--- src/shared/ubm_pkg.sv ---
package ubm_pkg;
  localparam logic [7:0] ADDR_HIGH_OFS = 8'h00;
  localparam logic [7:0] ADDR_LOW_OFS = 8'h04;
  localparam logic [7:0] MASK_HIGH_OFS = 8'h08;
  localparam logic [7:0] MASK_LOW_OFS = 8'h0c;
  localparam logic [7:0] CYCLE_SEL_OFS = 8'h10;
  localparam logic [7:0] STATUS_OFS = 8'h14;
  localparam logic [7:0] CLEAR_OFS = 8'h18;
  localparam logic [7:0] ENABLE_OFS = 8'h1c;
  localparam logic [15:0] HALF_RST = 16'h0000;
  localparam logic [7:0] CYCLE_SEL_RST = 8'h00;
  localparam logic [1:0] IRQ_RST = 2'h0;
  localparam int MASTER_HI_POS = 7;
  localparam int MASTER_LO_POS = 6;
  localparam int FETCH_DATA_HI_POS = 5;
  localparam int FETCH_DATA_LO_POS = 4;
  localparam int DIR_HI_POS = 3;
  localparam int DIR_LO_POS = 2;
  localparam int SIZE_HI_POS = 1;
  localparam int SIZE_LO_POS = 0;
  localparam int ST_MATCH_POS = 0;
  localparam int ST_LOST_POS = 1;
  localparam logic [1:0] SIZE_ANY = 2'h0;
  localparam logic [1:0] SIZE_BYTE = 2'h1;
  localparam logic [1:0] SIZE_WORD = 2'h2;
  localparam logic [1:0] SIZE_LONG = 2'h3;
  localparam logic [3:0] BREAK_LEVEL = 4'hf;
  localparam logic [3:0] ACCEPT_MAX_MASK = 4'he;

  typedef struct packed {
    logic valid;
    logic periph;
    logic fetch;
    logic write;
    logic [1:0] size;
    logic dual;
    logic overrun;
    logic branch_target;
    logic no_delay;
    logic [31:0] addr;
  } ubm_cyc_t;

  typedef struct packed {
    logic [7:0] addr;
    logic [31:0] wdata;
    logic we;
    logic re;
  } ubm_req_t;

  typedef enum logic [2:0] {
    ST_IDLE = 3'b001,
    ST_AERR = 3'b010,
    ST_PEND = 3'b100
  } ubm_state_t;
endpackage

--- src/verilog/ubm_user_break.sv ---
`timescale 1ns/1ps
// Contract
// - Ordinary fetches are even, so an odd fetch condition never matches.
// - Odd first fetch after branch: address error first, then user break.
// - Data write of selected size at exact address raises break request.
// - Word data condition on odd address never matches; data accesses are aligned.
// - Peripheral transfer cycles are matched like processor cycles.
// - Peripheral cycles never match an instruction fetch condition.
// - Break latched at the dual fetch survives a later condition rewrite.
// - Non-delayed taken branch: two overrun fetches precede destination.
// - Delayed taken branch: delay slot, one overrun, then destination.
// - Discarded overrun fetches never match a fetch break.
// - With data selected too, an overrun fetch counts as data match.
// - Higher-priority exception in decode may drop the pending break.
// - No break on an even first destination fetch of a non-delayed branch.
// - Any of master, fetch/data, direction fields zero: never break.
// - Fields: 01 first, 10 second, 11 both; size 01/10/11, 00 ignored.
// - Request carries level 15, accepted only at mask 14 or below.
module ubm_user_break
  import ubm_pkg::*;
(
  input wire logic clk_i,
  input wire logic rstn_i,
  input wire ubm_req_t req_i,
  output logic [31:0] rdata_o,
  input wire ubm_cyc_t cyc_i,
  input wire logic aerr_done_i,
  input wire logic hi_exc_i,
  input wire logic [3:0] mask_level_i,
  input wire logic brk_ack_i,
  output logic brk_req_o,
  output logic brk_take_o,
  output logic [3:0] brk_level_o,
  output logic irq_o
);
  logic [15:0] bar_hi_r;
  logic [15:0] bar_lo_r;
  logic [15:0] bam_hi_r;
  logic [15:0] bam_lo_r;
  logic [7:0] sel_r;
  logic [1:0] status_r;
  logic [1:0] enable_r;
  ubm_state_t state_r;
  logic [31:0] bar;
  logic [31:0] bam;
  logic match;
  logic fetch_hit;
  logic data_hit;
  logic odd_target;
  logic lost;
  logic [1:0] st_set;
  logic [1:0] st_clr;

  function automatic logic addr_hit(input logic [31:0] a,
                                    input logic [31:0] ref_a,
                                    input logic [31:0] msk);
    addr_hit = ((a ^ ref_a) & ~msk) == 32'h0000_0000;
  endfunction

  function automatic logic aligned(input logic [1:0] sz,
                                   input logic [31:0] a);
    case (sz)
      SIZE_WORD: aligned = ~a[0];
      SIZE_LONG: aligned = a[1:0] == 2'h0;
      default: aligned = 1'b1;
    endcase
  endfunction

  assign bar = {bar_hi_r, bar_lo_r};
  assign bam = {bam_hi_r, bam_lo_r};

  always_comb begin
    logic sel_ok;
    logic master_ok;
    logic dir_ok;
    logic [1:0] szc;
    logic [31:0] second;
    sel_ok = 1'b0;
    master_ok = 1'b0;
    dir_ok = 1'b0;
    szc = sel_r[SIZE_HI_POS:SIZE_LO_POS];
    second = cyc_i.addr + 32'h0000_0002;
    sel_ok = (sel_r[MASTER_HI_POS:MASTER_LO_POS] != 2'h0) &&
             (sel_r[FETCH_DATA_HI_POS:FETCH_DATA_LO_POS] != 2'h0) &&
             (sel_r[DIR_HI_POS:DIR_LO_POS] != 2'h0);
    master_ok = cyc_i.periph ? sel_r[MASTER_HI_POS] : sel_r[MASTER_LO_POS];
    dir_ok = cyc_i.write ? sel_r[DIR_HI_POS] : sel_r[DIR_LO_POS];
    odd_target = cyc_i.branch_target && cyc_i.addr[0];
    // Fetches count as word size; a dual fetch carries two starts
    fetch_hit = cyc_i.fetch && !cyc_i.periph &&
                sel_r[FETCH_DATA_LO_POS] &&
                !cyc_i.overrun &&
                !(cyc_i.branch_target && cyc_i.no_delay &&
                  !cyc_i.addr[0]) &&
                (szc == SIZE_ANY || szc == SIZE_WORD) &&
                (!cyc_i.addr[0] || odd_target) &&
                (addr_hit(cyc_i.addr, bar, bam) ||
                 (cyc_i.dual && addr_hit(second, bar, bam)));
    data_hit = sel_r[FETCH_DATA_HI_POS] &&
               ((!cyc_i.fetch && (szc == SIZE_ANY || szc == cyc_i.size) &&
                 aligned(cyc_i.size, cyc_i.addr) &&
                 addr_hit(cyc_i.addr, bar, bam)) ||
                (cyc_i.fetch && cyc_i.overrun &&
                 addr_hit(cyc_i.addr, bar, bam)));
    match = cyc_i.valid && sel_ok && master_ok && dir_ok &&
            (fetch_hit || data_hit);
  end

  // Only one break is held; further matches are ignored until the first resolves
  always_ff @(posedge clk_i or negedge rstn_i) begin
    if (!rstn_i) begin
      state_r <= ST_IDLE;
    end else begin
      case (state_r)
        ST_IDLE: begin
          if (match && fetch_hit && odd_target) begin
            state_r <= ST_AERR;
          end else if (match) begin
            state_r <= ST_PEND;
          end
        end
        ST_AERR: begin
          if (aerr_done_i) begin
            state_r <= ST_PEND;
          end
        end
        ST_PEND: begin
          if (brk_ack_i || hi_exc_i) begin
            state_r <= ST_IDLE;
          end
        end
        default: state_r <= ST_IDLE;
      endcase
    end
  end

  assign lost = (state_r == ST_PEND) && hi_exc_i && !brk_ack_i;
  assign brk_req_o = state_r == ST_PEND;
  // Masked level 15 keeps the request pending rather than dropping it
  assign brk_take_o = brk_req_o && (mask_level_i <= ACCEPT_MAX_MASK);
  assign brk_level_o = BREAK_LEVEL;

  always_ff @(posedge clk_i or negedge rstn_i) begin
    if (!rstn_i) begin
      bar_hi_r <= HALF_RST;
      bar_lo_r <= HALF_RST;
      bam_hi_r <= HALF_RST;
      bam_lo_r <= HALF_RST;
      sel_r <= CYCLE_SEL_RST;
    end else if (req_i.we) begin
      case (req_i.addr)
        ADDR_HIGH_OFS: bar_hi_r <= req_i.wdata[15:0];
        ADDR_LOW_OFS: bar_lo_r <= req_i.wdata[15:0];
        MASK_HIGH_OFS: bam_hi_r <= req_i.wdata[15:0];
        MASK_LOW_OFS: bam_lo_r <= req_i.wdata[15:0];
        CYCLE_SEL_OFS: sel_r <= req_i.wdata[7:0];
        default: ;
      endcase
    end
  end

  assign st_set = {lost, match && (state_r == ST_IDLE)};
  assign st_clr = (req_i.we && req_i.addr == CLEAR_OFS) ?
                  req_i.wdata[1:0] : 2'h0;

  // Set beats clear so an event in the clearing cycle survives
  always_ff @(posedge clk_i or negedge rstn_i) begin
    if (!rstn_i) begin
      status_r <= IRQ_RST;
    end else begin
      status_r <= (status_r & ~st_clr) | st_set;
    end
  end

  always_ff @(posedge clk_i or negedge rstn_i) begin
    if (!rstn_i) begin
      enable_r <= IRQ_RST;
    end else if (req_i.we && req_i.addr == ENABLE_OFS) begin
      enable_r <= req_i.wdata[1:0];
    end
  end

  assign irq_o = |(status_r & enable_r);

  always_ff @(posedge clk_i or negedge rstn_i) begin
    if (!rstn_i) begin
      rdata_o <= 32'h0000_0000;
    end else if (req_i.re) begin
      case (req_i.addr)
        ADDR_HIGH_OFS: rdata_o <= {16'h0000, bar_hi_r};
        ADDR_LOW_OFS: rdata_o <= {16'h0000, bar_lo_r};
        MASK_HIGH_OFS: rdata_o <= {16'h0000, bam_hi_r};
        MASK_LOW_OFS: rdata_o <= {16'h0000, bam_lo_r};
        CYCLE_SEL_OFS: rdata_o <= {24'h000000, sel_r};
        STATUS_OFS: rdata_o <= {30'h0000_0000, status_r};
        ENABLE_OFS: rdata_o <= {30'h0000_0000, enable_r};
        default: rdata_o <= 32'h0000_0000;
      endcase
    end else begin
      rdata_o <= 32'h0000_0000;
    end
  end
endmodule

--- config.mk ---
export PLATFORM = sky130hd
export DESIGN_NAME = ubm_user_break
export DESIGN_NICKNAME = d
export VERILOG_FILES = /design/src/shared/ubm_pkg.sv /design/src/verilog/ubm_user_break.sv
export SDC_FILE = /design/constraint.sdc
export NUM_CORES = 1
export LEC_CHECK = 0
export ABC_AREA = 1
export BUFFER_PORTS_ARGS = -buffer_cell sky130_fd_sc_hd__clkbuf_2
export CAP_MARGIN = 20
export CORE_MARGIN = 5
export CORE_UTILIZATION = 30
export CTS_BUF_LIST = sky130_fd_sc_hd__clkbuf_4 sky130_fd_sc_hd__clkbuf_8 sky130_fd_sc_hd__clkbuf_16
export CTS_CLUSTER_SIZE = 8
export DETAILED_ROUTE_END_ITERATION = 10
export PLACE_DENSITY_LB_ADDON = 0.1
export SLEW_MARGIN = 5
export SYNTH_ARGS = -nofsm -noshare
export SYNTH_HDL_FRONTEND = slang
export SYNTH_SLANG_ARGS = --single-unit
--- constraint.sdc ---
create_clock -name clk_i -period 3.1 [get_ports clk_i]
set_input_delay 0.62 -clock clk_i [delete_from_list [all_inputs] [get_ports clk_i]]
set_output_delay 0.62 -clock clk_i [all_outputs]
set_load 0.02 [all_outputs]
== After elaboration in Yosys (flattened, before gate mapping) ==
Index checks and enable logic that the tools add are counted.
Widths: inputs -> output; s select.
Cells by class
  add/sub/neg operators: 1
  $lt $le $gt $ge: 1
  eq/ne operators: 17
  muxes and demuxes: 11
  bitwise logic cells: 10
  reductions and logical operators: 59
Operators with widths (count)
  $pmux 16 s7: 1
  $and 32x32->32: 2
  $logic_not 32->1: 2
  $xor 32x32->32: 2
  $add 32x2->32 const B: 1
  $eq 8x5->1 const B: 4
  $mux 32: 1
  $not 32->32: 1
  $logic_and 1x1->1: 31
  $eq 8x4->1 const B: 2
  $mux 3: 4
  $reduce_and 2->1: 5
  $pmux 3 s3: 1
  $eq 8x3->1 const B: 1
  $logic_not 8->1: 1
  $logic_or 1x1->1: 7
  $eq 2x2->1 const B: 3
  $logic_not 1->1: 6
  $reduce_bool 2->1: 3
  $and 2x2->2: 2
  $le 4x4->1 const B: 1
  $logic_not 2->1: 2
  $eq 3x1->1 const B: 1
  $eq 3x2->1 const B: 1
  other kinds (13): 14
Word-level totals
  bits in registers: 111
  output and inout port bits: 39

== Depth between registers and ports, before layout ==
  depth in word-level cells: 14
  mapped depth: 20
  mapped depth without buffers: 20

== Worst setup path before layout ==
Ideal clock, no wire load.
  path type: input port to flip-flop
  start point: input cyc_i[1] (netlist bit)
  end point: register state_r[2]
  arrival: 2.123 ns
  required time: 3.031 ns
  setup slack: 0.908 ns
  cell stages on the path: 19
  path buffers: 0
  cell sequence: ha_1 -> or2_2 -> nand2_1 -> nand2_1 -> nand3_1 -> nand2_1 -> nor2_1 -> nand2_1 -> nor2_2 -> nand3_1 -> nor2_1 -> nand2_1 -> nand2_1 -> nand2_1 -> nand2_1 -> nand2_2 -> nand2_2 -> nand3_2 -> nand2_2
Between the ends
  longest elaborated chain between the ends: 13
  elaborated cells on any way between the ends: 25
  classes of those cells: 1 x add/sub; 1 x eq/ne; 3 x mux; 4 x bitwise; 16 x reduce/logical
Ends and longest elaborated chain
  from (decl): line ubm_user_break.sv:26  | input wire ubm_cyc_t cyc_i,
  $add 32x2->32: line ubm_user_break.sv:82  | second = cyc_i.addr + 32'h0000_0002;
  $xor 32x32->32: line ubm_user_break.sv:57  | addr_hit = ((a ^ ref_a) & ~msk) == 32'h0000_0000;
  $and 32x32->32: line ubm_user_break.sv:57
  $logic_not 32->1: line ubm_user_break.sv:57
  $logic_and 1x1->1: line ubm_user_break.sv:98  | (cyc_i.dual && addr_hit(second, bar, bam)));
  $logic_or 1x1->1: line ubm_user_break.sv:97  | (addr_hit(cyc_i.addr, bar, bam) ||
  $logic_and 1x1->1: line ubm_user_break.sv:96  | (!cyc_i.addr[0] || odd_target) &&
  $logic_or 1x1->1: line ubm_user_break.sv:106  | (fetch_hit || data_hit);
  $logic_and 1x1->1: line ubm_user_break.sv:105  | match = cyc_i.valid && sel_ok && master_ok && dir_ok &&
  $logic_and 1x1->1 (2 in a row): line ubm_user_break.sv:116  | if (match && fetch_hit && odd_target) begin
  $ne 3x3->1 (no source line) / $mux 3 (equally long branches)
  $reduce_and 3->1 (no source line) / $pmux 3 s3 (equally long branches)
  to (signal assigned): line ubm_user_break.sv:117  | state_r <= ST_AERR;
  to (signal assigned): line ubm_user_break.sv:119  | state_r <= ST_PEND;
  to (signal assigned): line ubm_user_break.sv:124  | state_r <= ST_PEND;
  to (decl): line ubm_user_break.sv:43  | ubm_state_t state_r;
Parallel ways exist; a longest one is shown, timed or not.
A chain may end at the register's enable or synchronous reset.

== Final worst setup path ==
  start point: input cyc_i[2] (netlist bit)
  end point: register state_r[2]
The elaborated chain is that of the path after synthesis.

==> impl_metrics.toml <==
[pwr]
power_mw = 3.06
power-per-cell-area_nw_per_um2 = 427
leakagePower_nw = 3.54
ir_worst_vdd_mv = 0.257

[cts]
clk_pin_slew_ps = 70
root_buffer = "clkbuf_16"
clkLatencyLatePin_ps = 360
post_cts_resized = 0
h-tree-depth = 3
clock_path_buffers = 2
cts_buffers = 9
cts_hold_buf = 0
cts_tree = "built"
cts_setup_buffers = 0
cts_sinks = 95

[synth]
syn_avg_cell_area_um2 = 7.07
synth_cell_type_count = 43
yosys_warnings = 0
synth_top_area_cell = "dfrtp_1"
synthXorXnorAreaFrac = 0.0407
ys.flop_type = "dfrtp_1"
synth_top_family_by_area = "simple AND/OR/NAND/NOR gates"
ys_top_cells_by_area = "dfrtp_1, nand2_1, o21ai_0"
netlist_area_um2 = 6020
synth_fa_ha_area_frac = 0.00208
synth_edf_count = 0
synth_top_area_frac = 0.391
yosysSeqAreaShare = 0.395
synthSimpleGateAreaFrac = 0.298
synthMuxAreaShare = 0
synth_compound_area_frac = 0.147
yosys_register_bits = 95
synth-async-reset-ratio = 1.00
syn_inst = 852

[worst_setup_path]
path_buf_inv = 3
arrival_ps = 2820
slowest_stage = "nand3_1"
rrSetupSlack_ps = 1050
path_cells = "clkbuf_2 -> ha_1 -> nand3_2 -> nor2_1 -> nand3_1 -> inv_1 -> nand3_1 -> nand3_1 -> nand2_1 -> inv_1 -> nand2_1 -> nor2_1 -> nand2_1 -> nand2_1 -> nand3_1 -> nand2_1 -> nand2_1 -> nand3_2 -> nand2_2"
crit_fanout = 4
path_common_cell = "nand2_1"
critPathMaxStageDelay_ps = 240
startpoint = "cyc_i[2]"
path_class = "in2reg"
cpLargestDelayFamily = "simple AND/OR/NAND/NOR gates"
critPathLaunchType = "input pin"
cp.required_ps = 3360
end_kind = "flip-flop"
timing.rr.end = "state_r[2]"
reg2reg_depth = 14
timing.rr.start = "bar_lo_r[13]"

[final_layout]
n_antenna_cell = 0
final_util = 0.366
final_cell_mix = "nand2_1, inv_1, o21ai_0"
fin_nets = 1052
final_common_cell = "nand2_1"
layout-drive-gt1-share = 0.167
nFillCells = 2162
syn_to_final_growth_pct = 19.0

[global_route]
grt_usage = 0.182
grt_pass1_wl_mm = 31.6
grtUsageMet3 = 0.0294
overflow = 0
grt-busiest-layer = "met2"
antenna_found_initial = 0
use_met2 = 0.302
grt_max_degree = 42
met1_usage = 0.249
grt_pass1_vias = 5630

[timing]
fin_ws_ps = 537
slew_violations = 0
slew_headroom = 0.614
rsz0062_at_grt = "false"
fin_crit_ps = 2560
finalSetupViolations = 0
clock_skew_ps = 12.0
clock.fmax_ghz = 0.390
finalHoldViolCount = 0
worstMarginPinSlew_ps = 578
fin_crit_sh = 0.827
fin_hold_ws_ps = 253
fin_tns_setup_ps = 0

[route]
viasPerCell = 4.68
avgRoutedWirePerCell_um = 16.7
dr.first_iter.drc_count = 342
drt-total-wl_mm = 20.5
via_count = 5746
final_antenna_net_count = 0
drcViolationCount = 0
dr.pass1.iters = 5

[status]
status = "completed"

[floorplanning]
fp.dieW_um = 152
rows = 51
die_area_um2 = 23000
core_area_um2 = 19600
ios = 132
dieHeight_um = 152
start_util = 0.307

[placed_design]
hpwlAfterDp_mm = 16.4
portBuffers = 95
dp_slack_ps = 174
gp_congestion = 0.884

[job]
drv_cap = 0

[min_path]
hold_class = "in2async"
==> worst reg2reg max path: cells and delay by family (launching register included) <==
| family | cells | cell delay, ps |
|---|---|---|
| and+or+nand+nor | 13 | 1190 |
| DFF | 1 | 420 |
| xor gates and xnor gates | 1 | 340 |
==> per-stage QoR <==
step	std cells	cell area, um2
6_report	1228	7170
5_1_grt	1228	7170
4_1_cts	1228	7170
3_5_place_dp	1212	6850
3_3_place_gp	1212	6850
2_1_floorplan	870	6090
==> final cells by class <==
type | instances | area, um2 | area share
multi-input combinational | 610 | 3020 | 0.421
timing repair buffer | 113 | 638 | 0.0891
sequential | 95 | 2380 | 0.332
clock inverter | 4 | 51.3 | 0.00716
inverter | 129 | 484 | 0.0676
tap | 265 | 332 | 0.0463
clock buffer | 12 | 267 | 0.0372
==> kinds of logic after synthesis <==
family / Yosys count
compound gates: 156
xor+xnor: 28
fa+ha+maj: 1
buf+inv: 165
flops: 95
other cells: 2
simple gates: 405
==> flip-flops by register name, summed over array words and instances (netlist names) <==
register / count
bam_hi_r: 16
bam_lo_r: 16
bar_hi_r: 16
bar_lo_r: 16
rdata_o: 16
sel_r: 8
state_r: 3
enable_r: 2
status_r: 2
==> Yosys cell counts, types with 8 or more instances <==
cell	n
nand2_1	239
inv_1	125
o21ai_0	98
dfrtp_1	94
nor2_1	62
nand3_1	51
buf_4	20
o22ai_1	19
clkbuf_1	16
xnor2_1	16
a21oi_1	12
xor2_1	12
a221oi_1	9
nor3_1	9
nand2_2	8
==> metal layers <==
| metal | up-vias | routed length (um) |
|---|---|---|
| met4 | 0 | 305 |
| met2 | 145 | 9770 |
| met3 | 14 | 1030 |
| met5 | - | 0 |
| met1 | 2668 | 9420 |
| li1 | 2919 | - |
==> worst max-delay path by stage <==
stage	end	cells after the start
3_5_place_dp	state_r[2]	19
4_1_cts	state_r[2]	19
2_1_floorplan	state_r[2]	19
6_report	state_r[2]	19
5_1_grt	state_r[2]	19
3_3_place_gp	state_r[2]	19
==> report_power, final <==
group          leakage (nW)  internal [mW]  switching, mW
Sequential             1.31           1.31         0.0530
Clock                 0.155          0.694          0.505
Combinational          2.08          0.173          0.327
Total                  3.54           2.17          0.885
No activity file was read; power rests on OpenSTA's default activity.
